--- src/hw/lec_pkg.sv ---
// Purpose: Shared constants and types for the length and event counter
// Assumes: 32-bit register port, word-aligned byte addresses
// Notes:   Function codes select what each terminal does
package lec_pkg;

    // ----------------------------------------------------------------
    // Register port geometry
    // ----------------------------------------------------------------
    localparam int ADDR_W = 8;
    localparam int DATA_W = 32;

    // ----------------------------------------------------------------
    // Register byte offsets
    // ----------------------------------------------------------------
    localparam logic [7:0] OFF_TARGET_LEN = 8'h00;
    localparam logic [7:0] OFF_MEAS_LEN = 8'h04;
    localparam logic [7:0] OFF_PPM_FACTOR = 8'h08;
    localparam logic [7:0] OFF_FINAL_CNT = 8'h0C;
    localparam logic [7:0] OFF_INTER_CNT = 8'h10;
    localparam logic [7:0] OFF_EVENT_CNT = 8'h14;
    localparam logic [7:0] OFF_STATUS = 8'h18;
    localparam logic [7:0] OFF_DI_FUNC = 8'h20;
    localparam logic [7:0] OFF_DO_FUNC = 8'h40;

    // ----------------------------------------------------------------
    // Status register bit positions
    // ----------------------------------------------------------------
    localparam int ST_LEN_REACH = 0;
    localparam int ST_FINAL_REACH = 1;
    localparam int ST_INTER_REACH = 2;

    // ----------------------------------------------------------------
    // Reset values and limits
    // ----------------------------------------------------------------
    localparam logic [15:0] RST_TARGET_LEN = 16'h03E8;
    localparam logic [15:0] RST_PPM_FACTOR = 16'h03E8;
    localparam logic [15:0] RST_FINAL_CNT = 16'h03E8;
    localparam logic [15:0] RST_INTER_CNT = 16'h03E8;
    localparam logic [15:0] MAX_16 = 16'hFFFF;
    localparam logic [15:0] MIN_NONZERO = 16'h0001;
    localparam logic [23:0] TENTHS_PER_PULSE = 24'h00000A;

    // ----------------------------------------------------------------
    // Terminal function codes
    // ----------------------------------------------------------------
    localparam int FUNC_W = 5;
    localparam logic [4:0] DI_FN_COUNT_IN = 5'h1B;
    localparam logic [4:0] DI_FN_COUNT_RST = 5'h1C;
    localparam logic [4:0] DI_FN_LEN_IN = 5'h1D;
    localparam logic [4:0] DI_FN_LEN_RST = 5'h1E;
    localparam logic [4:0] DO_FN_FINAL_REACH = 5'h1D;
    localparam logic [4:0] DO_FN_INTER_REACH = 5'h1E;
    localparam logic [4:0] DO_FN_LEN_REACH = 5'h1F;

    // ----------------------------------------------------------------
    // Software settings carried as one bundle
    // ----------------------------------------------------------------
    typedef struct packed {
        logic [15:0] targetLen;
        logic [15:0] ppmFactor;
        logic [15:0] finalCnt;
        logic [15:0] interCnt;
    } lec_cfg_t;

    // Reached flags carried as one bundle
    typedef struct packed {
        logic interReach;
        logic finalReach;
        logic lenReach;
    } lec_reach_t;

endpackage

--- src/hw/lec_core.sv ---
// Purpose: Length measurer and event counter driven by input terminals
// Assumes: Register port on core_clk; pins asynchronous
// Notes:   Event count is mirrored out for retention storage
//
// Our own choices: the plain strobed port and the placing of the registers.
`timescale 1ns/10ps
`default_nettype none
module lec_core
    import lec_pkg::*;
#(
    parameter int NUM_DI = 8,
    parameter int NUM_DO = 5
) (
    input wire logic core_clk, // Core clock, 250 MHz
    input wire logic rst, // Async reset, active high
    input wire logic [ADDR_W-1:0] regAddr, // Register byte address
    input wire logic [DATA_W-1:0] regWrData, // Register write data
    input wire logic regWrStb, // Write strobe
    input wire logic regRdStb, // Read strobe
    output logic [DATA_W-1:0] regRdData, // Read data, cycle after strobe
    input wire logic [NUM_DI-1:0] digitalInputTerminal, // Raw input pins
    output logic [NUM_DO-1:0] relayOutputTerminal, // Output terminals
    input wire logic [15:0] nvRestoreData, // Count read back from storage
    input wire logic nvRestoreStb, // Load count from storage
    output logic [15:0] nvSaveData, // Count to store
    output logic nvSaveStb // Count changed, store it
);

    // ----------------------------------------------------------------
    // Elaboration checks
    // ----------------------------------------------------------------
    // Terminal indices are three bits wide, so eight of each at most
    if (NUM_DI < 1 || NUM_DI > 8) begin : g_di_chk
        $error("NUM_DI must be 1 to 8");
    end
    if (NUM_DO < 1 || NUM_DO > 8) begin : g_do_chk
        $error("NUM_DO must be 1 to 8");
    end

    // ----------------------------------------------------------------
    // State
    // ----------------------------------------------------------------
    lec_cfg_t cfg_r;
    lec_reach_t reach_r;
    logic [FUNC_W-1:0] diFunc_r [NUM_DI];
    logic [FUNC_W-1:0] doFunc_r [NUM_DO];
    logic [15:0] measLen_r;
    logic [15:0] measLen_nxt;
    logic [23:0] lenRem_r;
    logic [23:0] lenRem_nxt;
    logic [15:0] eventCnt_r;
    logic [15:0] eventCnt_nxt;
    logic [DATA_W-1:0] rdData_nxt;
    logic [NUM_DO-1:0] doOut_nxt;

    // ----------------------------------------------------------------
    // Input terminal synchronisation
    // ----------------------------------------------------------------
    logic [NUM_DI-1:0] diLevel;
    logic [NUM_DI-1:0] diRise;

    // Pins pass two flops, then one edge per rising transition
    // Clear functions use the level, counting uses the edge
    lec_edge_sync #(
        .WIDTH(NUM_DI)
    ) u_sync (
        .core_clk(core_clk),
        .rst(rst),
        .asyncIn(digitalInputTerminal),
        .syncLevel(diLevel),
        .riseStb(diRise)
    );

    // ----------------------------------------------------------------
    // Terminal function routing
    // ----------------------------------------------------------------
    logic [NUM_DI-1:0] isLenIn;
    logic [NUM_DI-1:0] isLenRst;
    logic [NUM_DI-1:0] isCntIn;
    logic [NUM_DI-1:0] isCntRst;

    // Decode each terminal's selected function
    for (genvar i = 0; i < NUM_DI; i++) begin : g_di_dec
        assign isLenIn[i] = (diFunc_r[i] == DI_FN_LEN_IN);
        assign isLenRst[i] = (diFunc_r[i] == DI_FN_LEN_RST);
        assign isCntIn[i] = (diFunc_r[i] == DI_FN_COUNT_IN);
        assign isCntRst[i] = (diFunc_r[i] == DI_FN_COUNT_RST);
    end

    // Any terminal carrying a function may fire it
    wire lenPulse = |(diRise & isLenIn);
    wire lenClear = |(diLevel & isLenRst);
    wire cntPulse = |(diRise & isCntIn);
    wire cntClear = |(diLevel & isCntRst);

    // ----------------------------------------------------------------
    // Register write decode
    // ----------------------------------------------------------------
    // Writes to read-only or unmapped offsets fall through unused
    wire wrTarget = regWrStb && (regAddr == OFF_TARGET_LEN);
    wire wrFactor = regWrStb && (regAddr == OFF_PPM_FACTOR);
    wire wrFinal = regWrStb && (regAddr == OFF_FINAL_CNT);
    wire wrInter = regWrStb && (regAddr == OFF_INTER_CNT);
    wire [15:0] wrVal = regWrData[15:0];
    // Zero is below the legal range for factor and thresholds
    wire [15:0] wrValMin1 = (wrVal == 16'h0000) ? MIN_NONZERO : wrVal;
    // Function registers sit on word steps above their base offsets
    wire [ADDR_W-1:0] diOffs = regAddr - OFF_DI_FUNC;
    wire [ADDR_W-1:0] doOffs = regAddr - OFF_DO_FUNC;
    wire diHit = (regAddr >= OFF_DI_FUNC) && (diOffs[1:0] == 2'b00)
        && (diOffs[ADDR_W-1:2] < 6'(NUM_DI));
    wire doHit = (regAddr >= OFF_DO_FUNC) && (doOffs[1:0] == 2'b00)
        && (doOffs[ADDR_W-1:2] < 6'(NUM_DO));
    wire [2:0] diIdx = diOffs[4:2];
    wire [2:0] doIdx = doOffs[4:2];

    // ----------------------------------------------------------------
    // Settings registers
    // ----------------------------------------------------------------
    // Factor and thresholds store a written zero as one; the target may be zero
    always_ff @(posedge core_clk or posedge rst) begin
        if (rst) begin
            cfg_r.targetLen <= RST_TARGET_LEN;
            cfg_r.ppmFactor <= RST_PPM_FACTOR;
            cfg_r.finalCnt <= RST_FINAL_CNT;
            cfg_r.interCnt <= RST_INTER_CNT;
        end else begin
            if (wrTarget) begin
                cfg_r.targetLen <= wrVal;
            end
            if (wrFactor) begin
                cfg_r.ppmFactor <= wrValMin1;
            end
            if (wrFinal) begin
                cfg_r.finalCnt <= wrValMin1;
            end
            if (wrInter) begin
                cfg_r.interCnt <= wrValMin1;
            end
        end
    end

    // Input terminal function selections
    always_ff @(posedge core_clk or posedge rst) begin
        if (rst) begin
            for (int i = 0; i < NUM_DI; i++) begin
                diFunc_r[i] <= '0;
            end
        end else if (regWrStb && diHit) begin
            diFunc_r[diIdx] <= regWrData[FUNC_W-1:0];
        end
    end

    // Output terminal function selections
    always_ff @(posedge core_clk or posedge rst) begin
        if (rst) begin
            for (int i = 0; i < NUM_DO; i++) begin
                doFunc_r[i] <= '0;
            end
        end else if (regWrStb && doHit) begin
            doFunc_r[doIdx] <= regWrData[FUNC_W-1:0];
        end
    end

    // ----------------------------------------------------------------
    // Length measurement
    // ----------------------------------------------------------------
    // The remainder is kept in tenths of a pulse: each pulse adds ten,
    // and a metre is booked each time the factor fits, so no divider
    // is needed. One metre is booked per cycle at most.
    // The factor never drops below one tenth, and the remainder is
    // dropped once the length saturates, so it cannot run away.
    wire lenFull = (measLen_r == MAX_16);
    wire [23:0] lenAdd = (lenPulse && !lenFull) ? TENTHS_PER_PULSE : 24'h000000;
    wire [23:0] lenSum = lenRem_r + lenAdd;
    wire [23:0] factorW = {8'h00, cfg_r.ppmFactor};
    wire lenStep = (lenSum >= factorW) && !lenFull;

    always_comb begin
        if (lenClear) begin
            measLen_nxt = 16'h0000;
            lenRem_nxt = 24'h000000;
        end else if (lenStep) begin
            measLen_nxt = measLen_r + 16'h0001;
            lenRem_nxt = lenSum - factorW;
        end else begin
            measLen_nxt = measLen_r;
            lenRem_nxt = lenFull ? 24'h000000 : lenSum;
        end
    end

    always_ff @(posedge core_clk or posedge rst) begin
        if (rst) begin
            measLen_r <= 16'h0000;
            lenRem_r <= 24'h000000;
        end else begin
            measLen_r <= measLen_nxt;
            lenRem_r <= lenRem_nxt;
        end
    end

    // ----------------------------------------------------------------
    // Event counter
    // ----------------------------------------------------------------
    // Counting does not look at whether the drive runs; it only stops
    // once the final threshold is reached.
    // Count reset beats a restore and a restore beats a pulse, so a
    // pulse that lands together with a restore is lost on purpose.
    wire cntDone = (eventCnt_r >= cfg_r.finalCnt);

    always_comb begin
        if (cntClear) begin
            eventCnt_nxt = 16'h0000;
        end else if (nvRestoreStb) begin
            eventCnt_nxt = nvRestoreData;
        end else if (cntPulse && !cntDone) begin
            eventCnt_nxt = eventCnt_r + 16'h0001;
        end else begin
            eventCnt_nxt = eventCnt_r;
        end
    end

    always_ff @(posedge core_clk or posedge rst) begin
        if (rst) begin
            eventCnt_r <= 16'h0000;
        end else begin
            eventCnt_r <= eventCnt_nxt;
        end
    end

    // The mirror carries the next count so storage sees it at once;
    // a restore is not echoed back as a save.
    // Mirror count changes out to retention storage
    always_ff @(posedge core_clk or posedge rst) begin
        if (rst) begin
            nvSaveData <= 16'h0000;
            nvSaveStb <= 1'b0;
        end else begin
            nvSaveData <= eventCnt_nxt;
            nvSaveStb <= (eventCnt_nxt != eventCnt_r) && !nvRestoreStb;
        end
    end

    // ----------------------------------------------------------------
    // Reached flags
    // ----------------------------------------------------------------
    lec_reach_t reach_nxt;

    // Flags follow the next values so outputs line up with the count
    // Length must exceed target; counts must reach thresholds
    assign reach_nxt.lenReach = (measLen_nxt > cfg_r.targetLen);
    assign reach_nxt.finalReach = !cntClear
        && (eventCnt_nxt >= cfg_r.finalCnt);
    assign reach_nxt.interReach = !cntClear
        && (eventCnt_nxt >= cfg_r.interCnt);

    always_ff @(posedge core_clk or posedge rst) begin
        if (rst) begin
            reach_r <= '0;
        end else begin
            reach_r <= reach_nxt;
        end
    end

    // ----------------------------------------------------------------
    // Output terminals
    // ----------------------------------------------------------------
    // Each terminal shows the flag its function code selects. A
    // terminal given both count codes is a software fault and only
    // ever sees one of them here.
    for (genvar j = 0; j < NUM_DO; j++) begin : g_do_sel
        assign doOut_nxt[j] =
            ((doFunc_r[j] == DO_FN_LEN_REACH) && reach_nxt.lenReach)
            || ((doFunc_r[j] == DO_FN_FINAL_REACH) && reach_nxt.finalReach)
            || ((doFunc_r[j] == DO_FN_INTER_REACH) && reach_nxt.interReach);
    end

    always_ff @(posedge core_clk or posedge rst) begin
        if (rst) begin
            relayOutputTerminal <= '0;
        end else begin
            relayOutputTerminal <= doOut_nxt;
        end
    end

    // ----------------------------------------------------------------
    // Register read path
    // ----------------------------------------------------------------
    logic [FUNC_W-1:0] diFuncRd;
    logic [FUNC_W-1:0] doFuncRd;

    // Function reads are gated by the hit flags so the index never
    // reaches past the end of a small array
    assign diFuncRd = diHit ? diFunc_r[diIdx] : '0;
    assign doFuncRd = doHit ? doFunc_r[doIdx] : '0;

    // Select read word; unmapped addresses read zero
    always_comb begin
        rdData_nxt = '0;
        case (regAddr)
            OFF_TARGET_LEN: rdData_nxt = {16'h0000, cfg_r.targetLen};
            OFF_MEAS_LEN: rdData_nxt = {16'h0000, measLen_r};
            OFF_PPM_FACTOR: rdData_nxt = {16'h0000, cfg_r.ppmFactor};
            OFF_FINAL_CNT: rdData_nxt = {16'h0000, cfg_r.finalCnt};
            OFF_INTER_CNT: rdData_nxt = {16'h0000, cfg_r.interCnt};
            OFF_EVENT_CNT: rdData_nxt = {16'h0000, eventCnt_r};
            OFF_STATUS: rdData_nxt = {29'h00000000, reach_r};
            default: begin
                if (diHit) begin
                    rdData_nxt = {27'h0000000, diFuncRd};
                end else if (doHit) begin
                    rdData_nxt = {27'h0000000, doFuncRd};
                end
            end
        endcase
    end

    // Data stand only in the cycle after the read strobe
    always_ff @(posedge core_clk or posedge rst) begin
        if (rst) begin
            regRdData <= '0;
        end else begin
            regRdData <= regRdStb ? rdData_nxt : '0;
        end
    end

endmodule
`default_nettype wire

--- src/hw/lec_edge_sync.sv ---
// Purpose: Two-stage synchroniser with rising-edge pulse per bit
// Assumes: Inputs are asynchronous to core_clk
// Notes:   First stage feeds only the second stage
`timescale 1ns/10ps
`default_nettype none
module lec_edge_sync #(
    parameter int WIDTH = 8
) (
    input wire logic core_clk, // Core clock
    input wire logic rst, // Async reset, active high
    input wire logic [WIDTH-1:0] asyncIn, // Raw pin levels
    output logic [WIDTH-1:0] syncLevel, // Synchronised levels
    output logic [WIDTH-1:0] riseStb // One-cycle rising-edge pulses
);

    logic [WIDTH-1:0] meta_r;
    logic [WIDTH-1:0] stable_r;
    logic [WIDTH-1:0] prev_r;

    // ----------------------------------------------------------------
    // Synchroniser and edge history
    // ----------------------------------------------------------------
    always_ff @(posedge core_clk or posedge rst) begin
        if (rst) begin
            meta_r <= '0;
            stable_r <= '0;
            prev_r <= '0;
        end else begin
            meta_r <= asyncIn;
            stable_r <= meta_r;
            prev_r <= stable_r;
        end
    end

    // Edge taken from stable stages only
    assign syncLevel = stable_r;
    assign riseStb = stable_r & ~prev_r;

endmodule
`default_nettype wire

--- config.mk ---
export PLATFORM = sky130hd
export DESIGN_NAME = lec_core
export DESIGN_NICKNAME = d
export VERILOG_FILES = /design/src/hw/lec_pkg.sv /design/src/hw/lec_core.sv /design/src/hw/lec_edge_sync.sv
export SDC_FILE = /design/constraint.sdc
export NUM_CORES = 1
export LEC_CHECK = 0
export BUFFER_PORTS_ARGS = -buffer_cell sky130_fd_sc_hd__buf_2
export CAP_MARGIN = 30
export CORE_UTILIZATION = 55
export DETAILED_ROUTE_END_ITERATION = 8
export PLACE_DENSITY_LB_ADDON = 0.3
export SKIP_LAST_GASP = 1
export SYNTH_ARGS = -nofsm -noshare
export SYNTH_HDL_FRONTEND = slang
export SYNTH_SLANG_ARGS = --single-unit
--- constraint.sdc ---
create_clock -name core_clk -period 9.4 [get_ports core_clk]
set_input_delay 1.88 -clock core_clk [delete_from_list [all_inputs] [get_ports core_clk]]
set_output_delay 1.88 -clock core_clk [all_outputs]
set_load 0.05 [all_outputs]
Yosys cells after proc, flatten, opt, wreduce, memory -nomap -nowiden:

Cells that the tools add are included.

* equal/unequal tests: 55
* magnitude comparators: 13
* reductions and logical operators: 55
* add/sub/neg operators: 6
* bitwise operators: 8
* mux-type cells: 26

Operators by type and width (count)
* 5-bit == test, second input constant: 47
* 16-bit one-hot mux with 7 select lines: 1
* 16-bit 2-to-1 mux: 6
* 24-bit 2-to-1 mux: 3
* 16-bit greater-or-equal comparator: 3
* 8-bit bitwise AND: 5
* 40-bit bitwise mux: 1
* 5-bit 2-to-1 mux: 8
* 1-bit logical AND: 33
* 16-bit by 1-bit adder with 16-bit output, second input constant: 2
* 32-bit 2-to-1 mux: 1
* 8-bit OR reduction: 4
* 5-bit binary-select mux with 3-bit select: 2
* 5-bit demux with 3-bit select: 2
* 25-bit bitwise mux: 1
* 24-bit by 4-bit adder with 24-bit output: 1
* 8-bit by 5-bit == test with 1-bit output, second input constant: 3
* 24-bit by 16-bit greater-or-equal comparator with 1-bit output: 1
* 24-bit by 16-bit subtractor with 24-bit output: 1
* 16-bit == test, second input constant: 1
* 8-bit by 4-bit == test with 1-bit output, second input constant: 2
* 16-bit greater-than comparator: 1
* 16-bit zero test: 1
* 16-bit != test: 1
* other kinds (16): 32

* output and inout bits: 54
* bits in registers: 250
* input port bits: 69
* logic and storage cells: 192

Longest topological paths before layout:

* depth in word-level cells: 15
* depth in mapped cells: 34
* depth with buffers taken out: 31

By module:

Synthesis repeated with hierarchy kept, for this count alone.

* cells, all modules: 1385
* area total of the unflattened synthesis: 14099.8 sq um

By module, submodules not included
* lec_core: area an instance 13385.3 sq um, instances 1, cells each 1352, seq. area each 5285.1 sq um
* lec_edge_sync: area an instance 714.4 sq um, instances 1, cells each 33, seq. area each 600.6 sq um

Least setup slack after synthesis:

No wires, ideal clock.

* path type: register -> register
* start: reg measLen_r[4]
* end: reg relayOutputTerminal[0]
* path slack: 3.526 ns
* arrival time: 5.797 ns
* library setup time: 0.077 ns
* stages on the path, launching flop included: 33
* clock period less this slack: 5.874 ns
* data required time: 9.323 ns
* buffers on the path: 2
* path through: dfrtp_1 and4_1 and3_1 and3_1 nand2_1 nor3_1 a21oi_1 ha_1 ha_1 a21o_1 nor2b_1 and3_1 and2_1 xnor2_1 inv_1 ha_1 clkbuf_1 nand4_1 nor4_1 nor3_2 o211ai_4 nor2_2 buf_6 or3_1 a21oi_1 ha_1 nand4_1 nor2_1 and4_1 o2bb2ai_1 a31oi_1 nand3_1 a21oi_1

RTL lines
* start: declaration: RTL line lec_core.sv:47 `logic [15:0] measLen_r;`
* start signal: assignment: RTL line lec_core.sv:197 `measLen_r <= measLen_nxt;`
* end signal: assignment: RTL line lec_core.sv:282 `relayOutputTerminal <= doOut_nxt;`
* end: declaration: RTL line lec_core.sv:22 `output logic [NUM_DO-1:0] relayOutputTerminal,`

==> summary.txt <==
Power
  – Gate power share: 29.6%
  – Share of total power in the clock network: 33.1%
  – Power Dens Cells: 212 nW/um^2
  – P_leak: 7.02 nW
  – Total Power: 3.36 mW
  – Net Sw Power: 1.13 mW
  – Internal power: 2.23 mW
  – Sw Ratio: 33.5%
  – Seq pwr share: 37.3%
  – Peak supply drop: 0.145 mV

Timing
  – Hold Vio Cnt, Final: 0
  – Tightest Pin Transition: 0.956 ns
  – Clk_skew: 0.0171 ns
  – Setup TNS: 0 ns
  – Setup-failing EPs final: 0
  – Fin. max-slew vios: 0
  – RSZ-0062 raised after global routing: no
  – Fin Hold WS: 0.347 ns
  – Fmax: 131 MHz
  – Max-slew headroom: 35.7%
  – Period minus WS final: 7.63 ns
  – Setup ws final: 1.77 ns
  – Final period utilization: 81.2%

Synthesis
  – Mean post-synth cell area: 10.2 sq um
  – Synth area leaders: dfrtp_1 37%, mux2_2 9.9%, ha_1 7.5%
  – Seq cells post-synth: 234
  – Share of the synthesized area in the top cell type: 36.8%
  – Cell taking the most area after synthesis: dfrtp_1
  – Distinct cells, synth: 77
  – Sequential share of the synthesized area: 41.3%
  – Syn. warnings: 0
  – Number of flops mapped to enable cells by yosys: 0
  – Synth Instances: 1400
  – Post-synth top cells: 210 x dfrtp_1, 126 x mux2_2, 96 x nand2_1, 89 x inv_1, 86 x ha_1
  – Asr flop ratio synth: 100%
  – Top-count cell post-synth: dfrtp_1
  – Post-synth top flop: dfrtp_1
  – Cell area after synthesis: 14300 sq um

Die
  – Core box area: 25300 sq um
  – Row count: 58
  – Die extent in x: 163 um
  – Die ar.: 26600 sq um
  – Height of the die: 163 um
  – Initial Util: 56.3%
  – Number of I/O pins: 123

Clock network
  – Cts hold-fix bufs: 0
  – Max Buffers Root-to-Sink: 3
  – CTS buffer count: 26
  – CTS Sinks: 234
  – Root buf cell: clkbuf_16
  – CTS HTree Levels: 1
  – Clock transition at path regs: 0.06 ns
  – CTS tree: yes
  – Clock latency on the worst-skew pair: 0.54 ns
  – Post-CTS Setup Repair Bufs: 0
  – Post_cts resized: 0

Final layout
  – Design Area, Final: 15900 sq um
  – Non-Filler Instances: 1822
  – Final nets: 1629
  – P&R area growth vs syn: 11.3%
  – Util after Layout: 62.7%
  – Antenna diode count: 0
  – Layout cell share with drive strength beyond 1: 22.3%
  – Fillers: 2116

Job
  – Maximum Capacitance Violations: 0

Worst setup path
  – CP Class: register to register
  – Cell mode on critical path: a21oi_1
  – Maximum fanout along the worst path: 26
  – CP startpoint kind: register
  – R2R depth: 31
  – Reg-to-reg startpoint: measLen_r[4]$_DFF_PP0_
  – Worst Setup EP: relayOutputTerminal[4]$_DFF_PP0_
  – Worst reg2reg endpoint: relayOutputTerminal[4]$_DFF_PP0_
  – R2r setup slk: 1.77 ns
  – CP Capture Type: register
  – Worst EP required: 9.83 ns
  – CP Launch Point: measLen_r[4]$_DFF_PP0_
  – Critical-path top delay cell: a31oi_1
  – WP data arrival: 8.07 ns
  – Slowest stage delay, CP: 0.63 ns

Min path
  – Worst Hold Class: register to register

GRT
  – First-pass GRT wire length: 59800 um
  – Initial antenna violation count: 1
  – Largest net degree at the start of global routing: 112
  – Congestion Overflow GR: 0
  – Total track usage: 28.7%
  – Vias in the first global route: 11300

Routing
  – Drt via density: 6.28
  – # DRC: 0
  – DR iter-0 viols: 1079
  – Total wire length: 37100 um
  – Vias: 11400
  – Drt wl/cell: 20.3 um
  – Pre-antenna DRT Iters: 5
  – Antenna Nets Post-Route: 0

Run status
  – Outcome: finished clean

Place
  – Placed insts: 1774
  – DP HPWL: 26700 um
  – Placed Area: 14900 sq um
  – Port Buffers: 90
  – Pre-CTS WS: 1.98 ns
  – Gpl congestion: 0.908
==> critical path: cells and delay by family (launching register included) <==
kind,cells,cell delay [ns]
AND/OR/NAND/NOR,15,3.56
adder cells (fa/ha/maj),3,1.01
buffers and inverters,2,0.27
flip-flops,1,0.47
AO/OA/AOI/OAI,10,2.07
XOR/XNOR,1,0.15
==> worst min-delay path by stage <==
| stage | startpoint | depth (start not counted) | slack (ns) | end |
|---|---|---|---|---|
| floorplan | u_sync.meta_r[0]$_DFF_PP0_ | 0 | 0.33 | u_sync.syncLevel[0]$_DFF_PP0_ |
| CTS | u_sync.meta_r[4]$_DFF_PP0_ | 0 | 0.35 | u_sync.syncLevel[4]$_DFF_PP0_ |
| global route | u_sync.meta_r[3]$_DFF_PP0_ | 0 | 0.35 | u_sync.syncLevel[3]$_DFF_PP0_ |
| global placement | u_sync.meta_r[2]$_DFF_PP0_ | 0 | 0.33 | u_sync.syncLevel[2]$_DFF_PP0_ |
| detailed placement | u_sync.meta_r[1]$_DFF_PP0_ | 0 | 0.34 | u_sync.syncLevel[1]$_DFF_PP0_ |
| finish | u_sync.meta_r[3]$_DFF_PP0_ | 0 | 0.35 | u_sync.syncLevel[3]$_DFF_PP0_ |
==> final cells by class <==
type                    instances  area, sq um  area share [%]
repair buffers                104          567            3.57
well taps                     330          413            2.60
clock inverters                12          153           0.961
flip-flops and latches        234         5890            37.1
clock buffers                  35          800            5.04
inverters                      90          345            2.17
multi-input cells            1017         7710            48.6
==> power by group through the flow <==
stage | combinational, mW | sequential, mW | clock (mW)
4_1_cts | 0.987 | 1.25 | 1.13
5_1_grt | 1.11 | 1.27 | 1.17
2_1_floorplan | 0.770 | 1.24 | 0
3_3_place_gp | 0.947 | 1.26 | 0
3_5_place_dp | 0.979 | 1.27 | 0
6_report | 0.995 | 1.25 | 1.11
==> metal layers <==
layer	GRT usage, %	up-vias	routed length [um]
met5	0	-	0
met4	11.3	0	1310
met3	4.44	96	2540
met2	45.8	452	17200
met1	39.3	5606	16000
li1	-	5283	-
==> cell families (layout without fill, tap and decap cells) <==
logic type	count (synthesis)	count (layout)	share of synthesized area [%]
AOI/OAI and AO/OA	292	292	13.9
and+or+nand+nor	416	416	15.6
adders and majority gates	87	87	7.69
other	1	16	0.0263
buffers and inverters	164	241	5.03
xor gates and xnor gates	50	50	3.07
muxes	156	156	13.4
DFF	234	234	41.3
==> cell usage in the layout (no fill, tap or decap), types with 7 or more instances in the layout <==
master / n
buf_4: 12
mux4_2: 15
nor3_1: 37
xor2_1: 12
mux2_2: 126
o211a_1: 8
a21oi_1: 79
a211oi_1: 13
inv_1: 88
conb_1: 16
o211ai_1: 11
mux2i_1: 14
nand4_1: 36
a31oi_1: 16
nand2_1: 96
nor2_1: 55
and3_1: 21
xnor2_1: 38
a22oi_1: 41
o21a_1: 22
buf_2: 90
ha_1: 86
or3_1: 16
or4_1: 11
dfrtp_1: 210
o22ai_1: 7
and2_1: 7
a21o_1: 10
nor2b_1: 21
dfstp_2: 24
nand2b_1: 19
nor4_1: 14
o21ai_0: 34
clkbuf_16: 30
nand3_1: 44
==> flip-flops by register name (all words and copies together), names as in the netlist <==
name,cells
diFunc_r,40
regRdData,16
doFunc_r,25
u_sync.meta_r,8
u_sync.syncLevel,8
reach_r,3
nvSaveStb,1
u_sync.prev_r,8
measLen_r,16
relayOutputTerminal,5
lenRem_r,24
nvSaveData,16
cfg_r,64
Note: power is estimated with default switching activity, not from simulation.
